$ cat src/rtl/tcm_pkg.sv
/*
 timer capture match unit package: widths, counts, match actions, control and configuration carriers.
 assumes a single 200 MHz peripheral clock domain.
*/
package tcm_pkg;
    localparam int unsigned TCM_NUM_CH = 4;
    localparam int unsigned TCM_CNT_W = 32;
    localparam int unsigned TCM_SYNC_STAGES = 3;
    localparam logic [31:0] TCM_COUNT_RST = 32'h0000_0000;
    localparam logic [31:0] TCM_PRESCALE_RST = 32'h0000_0000;
    localparam logic [3:0] TCM_MATCH_PIN_RST = 4'h0;
    localparam int unsigned TCM_CLK_PERIOD_NS = 5;

    // counting source
    typedef enum logic [0:0] {
        TCM_MODE_TIMER = 1'b0,
        TCM_MODE_EVENT = 1'b1
    } tcm_mode_t;

    // which edges of a capture or counting input qualify
    typedef enum logic [1:0] {
        TCM_EDGE_NONE = 2'b00,
        TCM_EDGE_RISE = 2'b01,
        TCM_EDGE_FALL = 2'b10,
        TCM_EDGE_BOTH = 2'b11
    } tcm_edge_t;

    // external output action on a match
    typedef enum logic [1:0] {
        TCM_EMA_NOTHING = 2'b00,
        TCM_EMA_LOW = 2'b01,
        TCM_EMA_HIGH = 2'b10,
        TCM_EMA_TOGGLE = 2'b11
    } tcm_ema_t;

    typedef struct packed {
        logic enable;
        logic count_reset;
        tcm_mode_t mode;
        logic [1:0] event_sel;
        tcm_edge_t event_edge;
        logic [31:0] prescale;
    } tcm_ctrl_t;

    typedef struct packed {
        logic irq_en;
        logic stop_en;
        logic reset_en;
        tcm_ema_t action;
        logic [31:0] value;
    } tcm_match_cfg_t;

    typedef struct packed {
        logic irq_en;
        tcm_edge_t edge_sel;
    } tcm_cap_cfg_t;
endpackage

$ cat src/rtl/tcm_timer.sv
/*
 timer capture match unit: prescaler, 32-bit counter, four captures, four matches.
 assumes control comes as plain ports from software logic on the same clock and that
 capture pins are asynchronous; pin combining is done inside this unit per channel.
*/
`timescale 1ns/100ps
`default_nettype none
// Notes on behaviour
// 32-bit counter after 32-bit programmable prescaler
// count peripheral clock or external clock
// four captures latch count on edge, irq
// match may continue counting, optional irq
// stop match halts counter, optional irq
// reset match zeroes counter, optional irq
// match output low, high, toggle or hold
// event mode uses exactly one capture input
// external clock at most quarter peripheral clock
// other capture inputs keep capturing
// several pins OR/AND into one function
// count on prescale terminal, match on equality
// external clock synchronised, one count per edge
module tcm_timer #(
    parameter int unsigned NUM_CH = tcm_pkg::TCM_NUM_CH,
    parameter int unsigned PINS_PER_CH = 2
) (
    input wire logic sys_clk_i,
    input wire logic reset_n_i,
    input wire logic clk_en_i,
    input wire tcm_pkg::tcm_ctrl_t ctrl_i,
    input wire tcm_pkg::tcm_match_cfg_t [NUM_CH-1:0] match_cfg_i,
    input wire tcm_pkg::tcm_cap_cfg_t [NUM_CH-1:0] cap_cfg_i,
    input wire logic [NUM_CH-1:0] cap_and_mode_i,
    input wire logic [NUM_CH*PINS_PER_CH-1:0] capture_input_pin_i,
    input wire logic [NUM_CH-1:0] irq_clear_i,
    output logic [31:0] count_o,
    output logic [31:0] prescale_count_o,
    output logic [NUM_CH*32-1:0] capture_o,
    output logic [NUM_CH-1:0] match_pin_o,
    output logic [NUM_CH*PINS_PER_CH-1:0] match_pin_fan_o,
    output logic [NUM_CH-1:0] match_flag_o,
    output logic [NUM_CH-1:0] cap_flag_o,
    output logic running_o,
    output logic irq_o
);
    typedef struct packed {
        logic [31:0] count;
        logic [31:0] pre;
        logic [NUM_CH-1:0][31:0] cap;
        logic [NUM_CH-1:0] mpin;
        logic [NUM_CH-1:0] mflag;
        logic [NUM_CH-1:0] cflag;
        logic halted;
        logic irq;
    } tcm_state_t;

    tcm_state_t s_q;
    tcm_state_t s_d;
    logic [1:0] rst_sync_q;
    logic rst_n;
    logic [NUM_CH-1:0] comb_pin;
    logic [NUM_CH-1:0] cap_hit;
    logic [NUM_CH-1:0] evt_hit;
    logic [NUM_CH-1:0] evt_sel;

    function automatic logic apply_ema(input tcm_pkg::tcm_ema_t act, input logic cur);
        unique case (act)
            tcm_pkg::TCM_EMA_NOTHING: apply_ema = cur;
            tcm_pkg::TCM_EMA_LOW: apply_ema = 1'b0;
            tcm_pkg::TCM_EMA_HIGH: apply_ema = 1'b1;
            tcm_pkg::TCM_EMA_TOGGLE: apply_ema = ~cur;
        endcase
    endfunction

    // one step up, wrapping at the top of the count range
    function automatic logic [31:0] incr32(input logic [31:0] v);
        incr32 = v + 32'h0000_0001;
    endfunction

    // reset enters at once, leaves the block two edges after release
    always_ff @(posedge sys_clk_i or negedge reset_n_i) begin
        if (!reset_n_i) begin
            rst_sync_q <= 2'b00;
        end else begin
            rst_sync_q <= {rst_sync_q[0], 1'b1};
        end
    end
    assign rst_n = rst_sync_q[1];

    // per-channel pin combining, OR or AND of the assigned pins
    always_comb begin
        for (int c = 0; c < NUM_CH; c++) begin
            comb_pin[c] = cap_and_mode_i[c] ?
                &capture_input_pin_i[c*PINS_PER_CH +: PINS_PER_CH] :
                |capture_input_pin_i[c*PINS_PER_CH +: PINS_PER_CH];
        end
    end

    // only the selected channel feeds the counter in event mode
    always_comb begin
        for (int c = 0; c < NUM_CH; c++) begin
            evt_sel[c] = (ctrl_i.mode == tcm_pkg::TCM_MODE_EVENT) &&
                (ctrl_i.event_sel == 2'(c));
        end
    end

    for (genvar g = 0; g < NUM_CH; g++) begin : g_sync
        tcm_edge_sync u_cap_sync (
            .sys_clk_i(sys_clk_i),
            .rst_n_i(rst_n),
            .clk_en_i(clk_en_i),
            .pin_i(comb_pin[g]),
            .edge_sel_i(cap_cfg_i[g].edge_sel),
            .hit_o(cap_hit[g])
        );
        tcm_edge_sync u_evt_sync (
            .sys_clk_i(sys_clk_i),
            .rst_n_i(rst_n),
            .clk_en_i(clk_en_i),
            .pin_i(comb_pin[g]),
            .edge_sel_i(evt_sel[g] ? ctrl_i.event_edge : tcm_pkg::TCM_EDGE_NONE),
            .hit_o(evt_hit[g])
        );
    end

    always_comb begin
        logic tick;
        logic cnt_tick;
        logic [NUM_CH-1:0] hit;
        tick = 1'b0;
        cnt_tick = 1'b0;
        hit = '0;
        s_d = s_q;
        if (clk_en_i) begin
            // source of prescaler ticks
            if (ctrl_i.mode == tcm_pkg::TCM_MODE_TIMER) begin
                tick = 1'b1;
            end else begin
                tick = |evt_hit;
            end
            for (int c = 0; c < NUM_CH; c++) begin
                hit[c] = (s_q.count == match_cfg_i[c].value);
            end
            if (ctrl_i.count_reset) begin
                s_d.count = tcm_pkg::TCM_COUNT_RST;
                s_d.pre = tcm_pkg::TCM_PRESCALE_RST;
                s_d.halted = 1'b0;
            end else if (ctrl_i.enable && !s_q.halted && tick) begin
                if (s_q.pre >= ctrl_i.prescale) begin
                    s_d.pre = tcm_pkg::TCM_PRESCALE_RST;
                    cnt_tick = 1'b1;
                end else begin
                    s_d.pre = incr32(s_q.pre);
                end
            end
            // match actions are taken when the matching count is about to advance
            if (cnt_tick) begin
                s_d.count = incr32(s_q.count);
                for (int c = 0; c < NUM_CH; c++) begin
                    if (hit[c]) begin
                        if (match_cfg_i[c].reset_en) begin
                            s_d.count = tcm_pkg::TCM_COUNT_RST;
                        end
                    end
                end
                for (int c = 0; c < NUM_CH; c++) begin
                    if (hit[c]) begin
                        s_d.mpin[c] = apply_ema(match_cfg_i[c].action, s_q.mpin[c]);
                        if (match_cfg_i[c].stop_en) begin
                            s_d.count = s_q.count;
                            s_d.pre = tcm_pkg::TCM_PRESCALE_RST;
                            s_d.halted = 1'b1;
                        end
                    end
                end
            end
            // flags: clear first, a new event wins
            for (int c = 0; c < NUM_CH; c++) begin
                if (irq_clear_i[c]) begin
                    s_d.mflag[c] = 1'b0;
                    s_d.cflag[c] = 1'b0;
                end
                if (cnt_tick && hit[c] && match_cfg_i[c].irq_en) begin
                    s_d.mflag[c] = 1'b1;
                end
                // every channel keeps capturing, even the one counting events
                if (cap_hit[c]) begin
                    s_d.cap[c] = s_q.count;
                    if (cap_cfg_i[c].irq_en) begin
                        s_d.cflag[c] = 1'b1;
                    end
                end
            end
            s_d.irq = |{s_d.mflag, s_d.cflag};
        end
    end

    // one register stage holds all counter, capture and match state
    always_ff @(posedge sys_clk_i or negedge rst_n) begin
        if (!rst_n) begin
            s_q <= '0;
        end else begin
            s_q <= s_d;
        end
    end

    always_comb begin
        for (int c = 0; c < NUM_CH; c++) begin
            capture_o[c*32 +: 32] = s_q.cap[c];
            match_pin_fan_o[c*PINS_PER_CH +: PINS_PER_CH] = {PINS_PER_CH{s_q.mpin[c]}};
        end
    end

    // every output is a register bit, except running_o, which is the inverse of one
    assign count_o = s_q.count;
    assign prescale_count_o = s_q.pre;
    assign match_pin_o = s_q.mpin;
    assign match_flag_o = s_q.mflag;
    assign cap_flag_o = s_q.cflag;
    assign running_o = ~s_q.halted;
    assign irq_o = s_q.irq;
endmodule
`default_nettype wire

$ cat src/rtl/tcm_edge_sync.sv
/*
 three-stage synchroniser with edge qualification for one external pin.
 assumes pin is asynchronous to sys_clk_i; freezes while clk_en_i is low.
*/
`timescale 1ns/100ps
`default_nettype none
module tcm_edge_sync (
    input wire logic sys_clk_i,
    input wire logic rst_n_i,
    input wire logic clk_en_i,
    input wire logic pin_i,
    input wire tcm_pkg::tcm_edge_t edge_sel_i,
    output logic hit_o
);
    typedef struct packed {
        logic [2:0] sync;
        logic [2:0] primed;
    } tcm_sync_state_t;

    tcm_sync_state_t s_q;
    tcm_sync_state_t s_d;

    always_comb begin
        s_d = s_q;
        if (clk_en_i) begin
            s_d.sync = {s_q.sync[1:0], pin_i};
            s_d.primed = {s_q.primed[1:0], 1'b1};
        end
    end

    // stage 0 feeds only stage 1; stages 1 and 2 differing mark an edge
    // no edge until stage 2 holds a real sample, so reset makes no false edge
    always_comb begin
        hit_o = 1'b0;
        if (clk_en_i && s_q.primed[2]) begin
            unique case (edge_sel_i)
                tcm_pkg::TCM_EDGE_NONE: hit_o = 1'b0;
                tcm_pkg::TCM_EDGE_RISE: hit_o = s_q.sync[1] & ~s_q.sync[2];
                tcm_pkg::TCM_EDGE_FALL: hit_o = ~s_q.sync[1] & s_q.sync[2];
                tcm_pkg::TCM_EDGE_BOTH: hit_o = s_q.sync[1] ^ s_q.sync[2];
            endcase
        end
    end

    always_ff @(posedge sys_clk_i or negedge rst_n_i) begin
        if (!rst_n_i) begin
            s_q <= '0;
        end else begin
            s_q <= s_d;
        end
    end
endmodule
`default_nettype wire

$ cat config.mk
export PLATFORM = sky130hd
export DESIGN_NAME = tcm_timer
export DESIGN_NICKNAME = d
export VERILOG_FILES = /design/src/rtl/tcm_pkg.sv /design/src/rtl/tcm_timer.sv /design/src/rtl/tcm_edge_sync.sv
export SDC_FILE = /design/constraint.sdc
export NUM_CORES = 1
export LEC_CHECK = 0
export BUFFER_PORTS_ARGS = -buffer_cell sky130_fd_sc_hd__buf_2
export CELL_PAD_IN_SITES_DETAIL_PLACEMENT = 0
export CELL_PAD_IN_SITES_GLOBAL_PLACEMENT = 2
export CORE_ASPECT_RATIO = 1.75
export CORE_MARGIN = 10
export CORE_UTILIZATION = 36
export CTS_BUF_LIST = sky130_fd_sc_hd__clkbuf_8 sky130_fd_sc_hd__clkbuf_16
export DETAILED_ROUTE_END_ITERATION = 10
export PLACE_DENSITY_LB_ADDON = 0.1
export REMOVE_ABC_BUFFERS = 1
export SYNTH_ARGS = -nofsm -noshare
export SYNTH_HDL_FRONTEND = slang
export SYNTH_HIERARCHICAL = 1
export SYNTH_SLANG_ARGS = --single-unit
$ cat constraint.sdc
create_clock -name sys_clk_i -period 13.3 [get_ports sys_clk_i]
set_clock_uncertainty 0.05 [all_clocks]
set_input_delay 0.665 -clock sys_clk_i [delete_from_list [all_inputs] [get_ports sys_clk_i]]
set_output_delay 0.665 -clock sys_clk_i [all_outputs]
set_load 0.1 [all_outputs]
==> metrics.cfg, run 1 <==
[status]
status=completed

[timing]
setup_viol=0
rsz0062_at_grt=no
hold_viol=0
fmax_mhz=248
layout_setup_ws_ps=9260
slew_violations=0
slew_headroom_pct=26.2
setup_tns_ps=0
period_minus_slack_ps=4040
worstMarginPinSlew_ps=1100
finalCritPeriodShare_pct=30.4

[global_route]
grt_start_max_net_pins=79
grt_pass1_vias=12800
grt_use_total_pct=20.9
gr-total-overflow=0
grt_pass1_wl_um=82800
grt_antenna_before_repair=7

[cells_and_area]
antenna_cells=0
layout_commonest_cell=buf_2
nets=2005
fill_cells=4446
final_cell_mix=buf_2 (430), dfrtp_1 (255), xor2_1 (107), nand2_1 (106), mux2_2 (105)
syn2layout_area_growth_pct=11.9
drive_above_1_share_pct=38.4

[power]
ir_drop_mv=0.0651
leakagePower_nw=9.21
powerDensity_nw_per_um2=109

[floorplan]
initial_core_util_pct=36.3
dieHeight_um=296
num_rows=101
dieArea_um2=52700
dieWidth_um=178
io_pins=432
core_um2=43200

[drt]
vias=11700
wl_per_cell_um=24.2
drtIter0Drc=520
wl_um=56100
antenna_left=0
via_per_inst=5.02
drc=0
first_pass_iters=4

[worst_setup_path]
crit_type=flop to flop
max_stage_delay_ps=710
cp_max_fo=21
crit_arrival_ps=4420
crit_slowest_cell=o21a_1
end_kind=flop
crit_chain=inv_1, ha_1, nand2b_1, a311oi_2, nor4_1, a21oi_1, o311a_1, o211a_1, o21a_1, nand2_1, o41ai_1
rr_worst_depth=11
worstSetupStartpointType=flop
worstPathRequired_ps=13680

[synthesis]
yosys_warnings=6
synth_edf_count=0
synth_ff_type=dfrtp_1
yosysTopAreaCell=dfrtp_1
syn_inst=1539
syn_area_per_cell_um2=10.2
netlist_top_cells_area=dfrtp_1 (41%), buf_4 (11%), mux2_2 (7.5%)
ys_seq_area_share_pct=40.8
async_flop_share_pct=100
synth_cell_type_count=74
yosys.area.top_type_share_pct=40.8
ys_ff_latch=256
netlist_area_um2=15700

[cts]
htreeDepth=1
cts_tree=yes
cts_root_buf=clkbuf_16
clock-sinks=256
numCtsBuffers=26
ctsResizeCount=0
cts_buffer_depth=3
clkTransAtPathRegs_ps=70
clk_latency_ps=550

[hold_path]
min_path_type=primary input to flop
whs_path_depth=2

[placement]
post-place-ws_ps=8880
gp_congestion=0.848
dpl.hpwl_um=43400
portBuffers=431

[job]
cap_violations=0

[power by group]
part,switching [W],internal (W),total [W]
sequential,0.0000277,0.000805,0.000833
clock,0.000326,0.000415,0.000741
combinational,0.000241,0.0000936,0.000335
total,0.000595,0.00131,0.00191
[critical path, delay by kind of cell, from the launching register on]
family                   cells  cell delay [ps]
flip-flops                   1              380
adder cells (fa/ha/maj)      1              290
buffers and inverters        1               70
AO/OA/AOI/OAI                6             2500
AND/OR/NAND/NOR              3              610
[per-layer routing]
metal	track usage, %	vias up	routed length (um)
li1	-	5442	-
met5	0	-	45
met1	22.9	5678	21000
met3	6.84	84	4830
met2	37.2	443	28400
met4	6.53	8	1840
[registers in the layout (all words and copies together) (netlist names)]
register,flops
match_flag_o,4
rst_sync_q,2
cap_flag_o,4
g_sync.u_evt_sync/s_q,24
g_sync.u_cap_sync/s_q,24
match_pin_o,4
irq_o,1
capture_o,128
prescale_count_o,32
count_o,32
s_q,1
[synth_stat cells (5+ instances only)]
| cell | count |
|---|---|
| nand4_1 | 31 |
| a311oi_1 | 9 |
| buf_2 | 23 |
| buf_6 | 15 |
| mux2_2 | 105 |
| and3_1 | 16 |
| nor3_1 | 7 |
| ha_1 | 50 |
| xor2_1 | 107 |
| or2_1 | 10 |
| a311oi_2 | 8 |
| nand2b_4 | 9 |
| nand3_1 | 41 |
| dfrtp_1 | 256 |
| inv_1 | 75 |
| o21ai_0 | 65 |
| nand2b_1 | 16 |
| nand2_1 | 110 |
| nand3_2 | 5 |
| o22ai_1 | 7 |
| xnor2_1 | 41 |
| buf_4 | 225 |
| clkbuf_1 | 23 |
| a31oi_1 | 13 |
| nor2_1 | 67 |
| or3_1 | 13 |
| a21oi_1 | 53 |
| nor4_1 | 29 |
| o21ai_1 | 6 |
| o21a_1 | 5 |
| mux2_4 | 24 |
[path summary, 6_finish.rpt]
kind	from	to	slack (ps)
worst min-delay path	match_cfg_i[32]	match_pin_o[0]	240
max in group asynchronous	rst_sync_q[1]	prescale_count_o[4]	10740
worst max register to register	g_sync[1].u_evt_sync/s_q[4]	count_o[19]	9260
min in group asynchronous	rst_sync_q[1]	count_o[22]	350
worst max-delay path	g_sync[1].u_evt_sync/s_q[4]	count_o[19]	9260
worst min register to register	rst_sync_q[0]	rst_sync_q[1]	300
[through the flow]
| stage | power [W] | instances | cell area, um2 | hold WS, ps | util, % |
|---|---|---|---|---|---|
| after CTS | 0.00194 | 2320 | 17600 | 215 | 40.7 |
| after global placement | 0.00118 | 2274 | 16700 | 288 | 38.7 |
| final | 0.00191 | 2320 | 17600 | 243 | 40.7 |
| after global routing | 0.00199 | 2320 | 17600 | 243 | 40.7 |
| after floorplan | 0.00107 | 1251 | 13600 | 281 | - |
| after detailed placement | 0.00119 | 2274 | 16700 | 287 | 38.7 |
[area by class of cell]
type / count / area [um2] / share of cell area, %
clock buffers: 32 / 744 / 4.24
clock inverters: 13 / 97.6 / 0.555
inverters: 75 / 282 / 1.60
multi-input cells: 920 / 6970 / 39.7
flip-flops and latches: 256 / 6410 / 36.5
well taps: 566 / 708 / 4.03
repair buffers: 458 / 2360 / 13.5
[kinds of logic (layout without fill, tap and decap cells)]
kind of cell / after synthesis / after routing / share of synthesized area (%)
simple gates: 374 / 374 / 12.8
flops: 256 / 256 / 40.8
other cells: 1 / 1 / 0.0239
mux: 130 / 130 / 9.89
compound gates: 213 / 213 / 9.08
xor+xnor: 148 / 148 / 8.26
buf+inv: 363 / 578 / 15.0
fa+ha+maj: 54 / 54 / 4.24
[timing repair]
action,in CTS,in global routing
setup buffers,0,0
endpoints found under the hold margin,2,0
hold buffers,1,0
No activity file was read; power rests on OpenSTA's default activity.
==> inputs of run 2 (changes only) <==
Settings changed: CORE_UTILIZATION 36 to 33.
Clock period 13.3 ns to 4 ns, I/O delays scaled along.
==> run 2 against run 1 <==
Net effect:
- global-route usage decreased by 1.3 points
- worst setup slack got worse by 8900 ps
- wire length increased by 2.3%
- cell area increased by 4.0%
- clock power increased to 3.8 times the previous value
- critical path depth increased by 3
- power increased to 3.5 times the previous value
- combinational power increased to 3.4 times the previous value
- sequential power increased to 3.3 times the previous value
- maximum frequency increased by 12%
- worst hold slack got worse by 220 ps
- utilization decreased by 1.8 points
- largest cell class unchanged
- largest power group is now clock
- highest routed layer unchanged
==> metrics.cfg, run 2 (synthesis results as in run 1) <==
[status]
status=completed

[global_route]
met3_usage_pct=7.30
grt_start_max_net_pins=76
grt_pass1_vias=12700
gr-total-overflow=0
grt_use_met2_pct=34.2
use_met1_pct=21.5
grt_antenna_before_repair=5
grt_pass1_wl_um=83800
grt_use_total_pct=19.6
grt.busiest_layer=met2

[drt]
first_pass_iters=5
antenna_left=0
wl_per_cell_um=23.9
via_per_inst=4.87
drc=0
drtIter0Drc=582
vias=11700
wl_um=57400

[timing]
hold_viol=0
period_minus_slack_ps=3600
setup_viol=0
setup_tns_ps=0
rsz0062_at_grt=no
finalCritPeriodShare_pct=90.0
worstMarginPinSlew_ps=956
fmax_mhz=278
whs_ps=23.6
slew_violations=0
slew_headroom_pct=36.0

[worst_setup_path]
crit_chain=inv_1, ha_1, nand2b_1, a311oi_2, nor4_2, a21oi_1, buf_4, o311ai_1, a21oi_2, buf_4, and3_1, a21oi_1, a31oi_1, dlygate4sd3_1
crit_slowest_cell=nor4_2
crit_arrival_ps=4000
worstSetupStartpointType=flop
path_buf_inv=4
r2r-end=match_pin_o[2]
crit_start=g_sync[1].u_evt_sync/s_q[4]
regToRegSetupSlack_ps=400
crit_type=flop to flop
worstPathRequired_ps=4400
cp_max_fo=10
rr_worst_depth=14
cp_top_family=buffers and inverters
max_stage_delay_ps=620
end_kind=flop
r2r_start=g_sync[1].u_evt_sync/s_q[4]

[cells_and_area]
syn2layout_area_growth_pct=16.4
fin_area_um2=18300
final_cell_mix=buf_2 (430), dfrtp_1 (255), xor2_1 (107), nand2_1 (106), mux2_2 (105)
seq_area_um2=6410
nets=2063
fill_cells=4768
multi_input_area_um2=6980
drive_above_1_share_pct=39.3
stdcell_count=2406
largest_register_ffs=128
layout_commonest_cell=buf_2

[cts]
clock-sinks=256
cts_tree=yes
cts_setup_buffers=0
clkTransAtPathRegs_ps=60
numCtsBuffers=28
cts_buffer_depth=3
htreeDepth=1
cts_root_buf=clkbuf_16
clk_latency_ps=570

[placement]
dp.cells=2328
portBuffers=431
gp_congestion=0.818
place_area_um2=17000
dpl.hpwl_um=45200

[hold_path]
hold_end=match_flag_o[2]
min_path_type=primary input to flop
min_from=irq_clear_i[2]
whs_path_depth=4

[floorplan]
num_rows=105
io_pins=432
dieHeight_um=309
initial_core_util_pct=33.4
core_um2=47000
dieWidth_um=185
dieArea_um2=57000

[job]
cap_violations=0

[power]
powerDensity_nw_per_um2=369
ir_drop_mv=0.257
leakagePower_nw=9.56

==> run 2: cell types whose count changed in the layout (fill, tap and decap cells not counted), moves of 2 or more <==
cell           change
buf_4             +30
dlygate4sd3_1     +24
bufinv_16          +4
clkinv_4           +3
buf_12             +2
clkbuf_8           -2
clkinv_2           +2
inv_6              -2
==> run 2: through the flow <==
stage                     worst slack [ps]  util (%)  power [W]
after floorplan                      -3710         -    0.00356
after global placement                 117      36.2    0.00396
after detailed placement              44.8      36.2    0.00397
after CTS                             16.4      38.8    0.00687
after global routing                   163      38.8    0.00703
final                                  401      38.9    0.00675
==> run 2: cell type report <==
class	count	share of cell area (%)
clock buffers	31	4.06
repair buffers	514	15.7
well taps	588	4.03
clock inverters	21	1.40
diodes	1	0.0137
multi-input cells	920	38.2
flip-flops and latches	256	35.1
inverters	75	1.54
==> run 2: timing repair <==
item | CTS | global route
setup endpoints to repair | 0 | 13
hold buffers | 25 | 0
hold endpoints to repair | 20 | 0
gates resized for setup | 0 | 1
==> run 2: report_power, final <==
part	leakage, nW	internal [W]	switching, W
Sequential	3.37	0.00268	0.0000885
Clock	0.496	0.00167	0.00117
Combinational	5.69	0.000338	0.000813
Total	9.56	0.00468	0.00207
==> run 2: how the worst max path moves through the flow <==
stage | slack, ps | depth (start not counted) | endpoint
4_1_cts | 20 | 14 | match_pin_o[0]
5_1_grt | 160 | 14 | match_pin_o[1]
3_5_place_dp | 40 | 12 | count_o[30]
6_report | 400 | 14 | match_pin_o[2]
2_1_floorplan | -3710 | 0 | cap_flag_o[0]
3_3_place_gp | 120 | 12 | count_o[30]
==> run 2: routing by layer <==
| layer | vias to the layer above | wire length [um] |
|---|---|---|
| met3 | 69 | 5420 |
| met4 | 8 | 1620 |
| li1 | 5562 | - |
| met2 | 416 | 28500 |
| met5 | - | 47 |
| met1 | 5665 | 21800 |
==> run 2: tightest hold or removal path: stages <==
cell	delay, ps
buf_2	100
inv_1	80
a32oi_1	80
a21oi_1	140
==> inputs of run 3 (changes only) <==
Settings changed: HOLD_SLACK_MARGIN set to 0.06.
==> run 3 against run 2 <==
Net effect:
- first-iteration DRC count grew 3.1%
- power up 0.12%
- die area unchanged
- non-clock buffer count up 9
- largest cell class unchanged
==> metrics.cfg, run 3 (synthesis results as in run 1) <==
[cts]
cts_root_buf=clkbuf_16
clock-sinks=256
numCtsBuffers=28
clk_latency_ps=570
cts_buffer_depth=3
cts_setup_buffers=0
htreeDepth=1
cts_tree=yes
clkTransAtPathRegs_ps=60

[drt]
drc=0
drtIter0Drc=600
wl_um=57500
wl_per_cell_um=23.8
antenna_left=0
vias=11700
via_per_inst=4.86
first_pass_iters=5

[placement]
place_area_um2=17000
dpl.hpwl_um=45200
portBuffers=431
gp_congestion=0.818

[hold_path]
hold_end=count_o[17]
min_path_type=primary input to flop
whs_path_depth=5
min_from=match_cfg_i[35]

[cells_and_area]
syn2layout_area_growth_pct=17.0
multi_input_area_um2=6980
layout_commonest_cell=buf_2
fin_area_um2=18400
fill_cells=4760
final_cell_mix=buf_2 (430), dfrtp_1 (255), xor2_1 (107), nand2_1 (106), mux2_2 (105)
drive_above_1_share_pct=39.1
nets=2072
largest_register_ffs=128
seq_area_um2=6410

[timing]
setup_viol=0
fmax_mhz=278
slew_headroom_pct=36.4
worstMarginPinSlew_ps=950
rsz0062_at_grt=no
finalCritPeriodShare_pct=90.1
slew_violations=0
period_minus_slack_ps=3600
whs_ps=102
hold_viol=0

[worst_setup_path]
worstSetupStartpointType=flop
r2r_start=g_sync[1].u_evt_sync/s_q[4]
end_kind=flop
worstPathRequired_ps=4400
crit_arrival_ps=4000
r2r-end=match_pin_o[2]
rr_worst_depth=14
crit_type=flop to flop
regToRegSetupSlack_ps=400
cp_max_fo=10

[global_route]
grt_antenna_before_repair=5
grt_pass1_vias=12700
grt_start_max_net_pins=76
grt_pass1_wl_um=84000
grt_use_total_pct=19.6
gr-total-overflow=0

[floorplan]
dieWidth_um=185
initial_core_util_pct=33.4
core_um2=47000
dieArea_um2=57000
dieHeight_um=309
io_pins=432
num_rows=105

[status]
status=completed

[power]
seqPwrFrac_pct=40.9
powerDensity_nw_per_um2=368
clkPwrFrac_pct=41.9
comb_power_share_pct=17.2
power.total_w=0.00676
switching_share_pct=30.6
p_sw_w=0.00207
intPower_w=0.00469
ir_drop_mv=0.257
leakagePower_nw=9.59

[job]
cap_violations=0

-- run 3: cell type report --
type,instances,area share (%)
Antenna cell,1,0.0136
Clock buffer,31,4.04
Clock inverter,21,1.40
Inverter,75,1.53
Multi-Input combinational cell,920,38.0
Sequential cell,256,34.9
Tap cell,588,4.01
Timing Repair Buffer,523,16.1
-- run 3: how the worst max path moves through the flow --
stage,from,end,slack (ps),cells past startpoint
floorplan,rst_sync_q[1],cap_flag_o[0],-3710,0
global placement,ctrl_i[36],count_o[30],120,12
detailed placement,ctrl_i[36],count_o[30],40,12
CTS,g_sync[1].u_evt_sync/s_q[4],match_pin_o[0],20,14
global route,g_sync[0].u_evt_sync/s_q[4],match_pin_o[1],160,14
finish,g_sync[1].u_evt_sync/s_q[4],match_pin_o[2],400,14
-- run 3: per-layer routing --
layer | vias to the layer above | GRT usage (%) | wire [um]
met3 | 64 | 7.30 | 5360
met4 | 8 | 6.11 | 1610
met1 | 5669 | 21.5 | 21900
met2 | 410 | 34.3 | 28600
met5 | - | 0 | 47
li1 | 5578 | - | -
-- run 3: timing repair --
item | in CTS | in global routing
hold buffers | 34 | 0
endpoints found under the setup margin | 0 | 15
gates resized for setup | 0 | 1
hold endpoints to repair | 27 | 0
-- run 3: per-stage QoR --
step | cells | setup WS, ps | setup TNS (ps) | util (%)
global placement | 2328 | 117 | 0 | 36.2
finish | 2415 | 397 | 0 | 39.0
detailed placement | 2328 | 44.8 | 0 | 36.2
CTS | 2414 | 16.4 | 0 | 39.0
floorplan | 1251 | -3710 | -942990 | -
global route | 2414 | 164 | 0 | 39.0
-- run 3: power by group through the flow --
| stage | logic (W) | registers [W] | clock network (W) |
|---|---|---|---|
| finish | 0.00116 | 0.00277 | 0.00283 |
| detailed placement | 0.00115 | 0.00282 | 0 |
| floorplan | 0.000325 | 0.00323 | 0 |
| global placement | 0.00115 | 0.00281 | 0 |
| CTS | 0.00118 | 0.00277 | 0.00293 |
| global route | 0.00124 | 0.00278 | 0.00301 |
-- run 3: worst max-delay path, cell delays in order, from the launching register on --
cell	delay, ps
dfrtp_1	370
inv_1	70
ha_1	260
nand2b_1	100
a311oi_2	110
nor4_2	620
a21oi_1	260
buf_4	210
o311ai_1	150
a21oi_2	90
buf_4	200
and3_1	210
a21oi_1	140
a31oi_1	50
dlygate4sd3_1	580
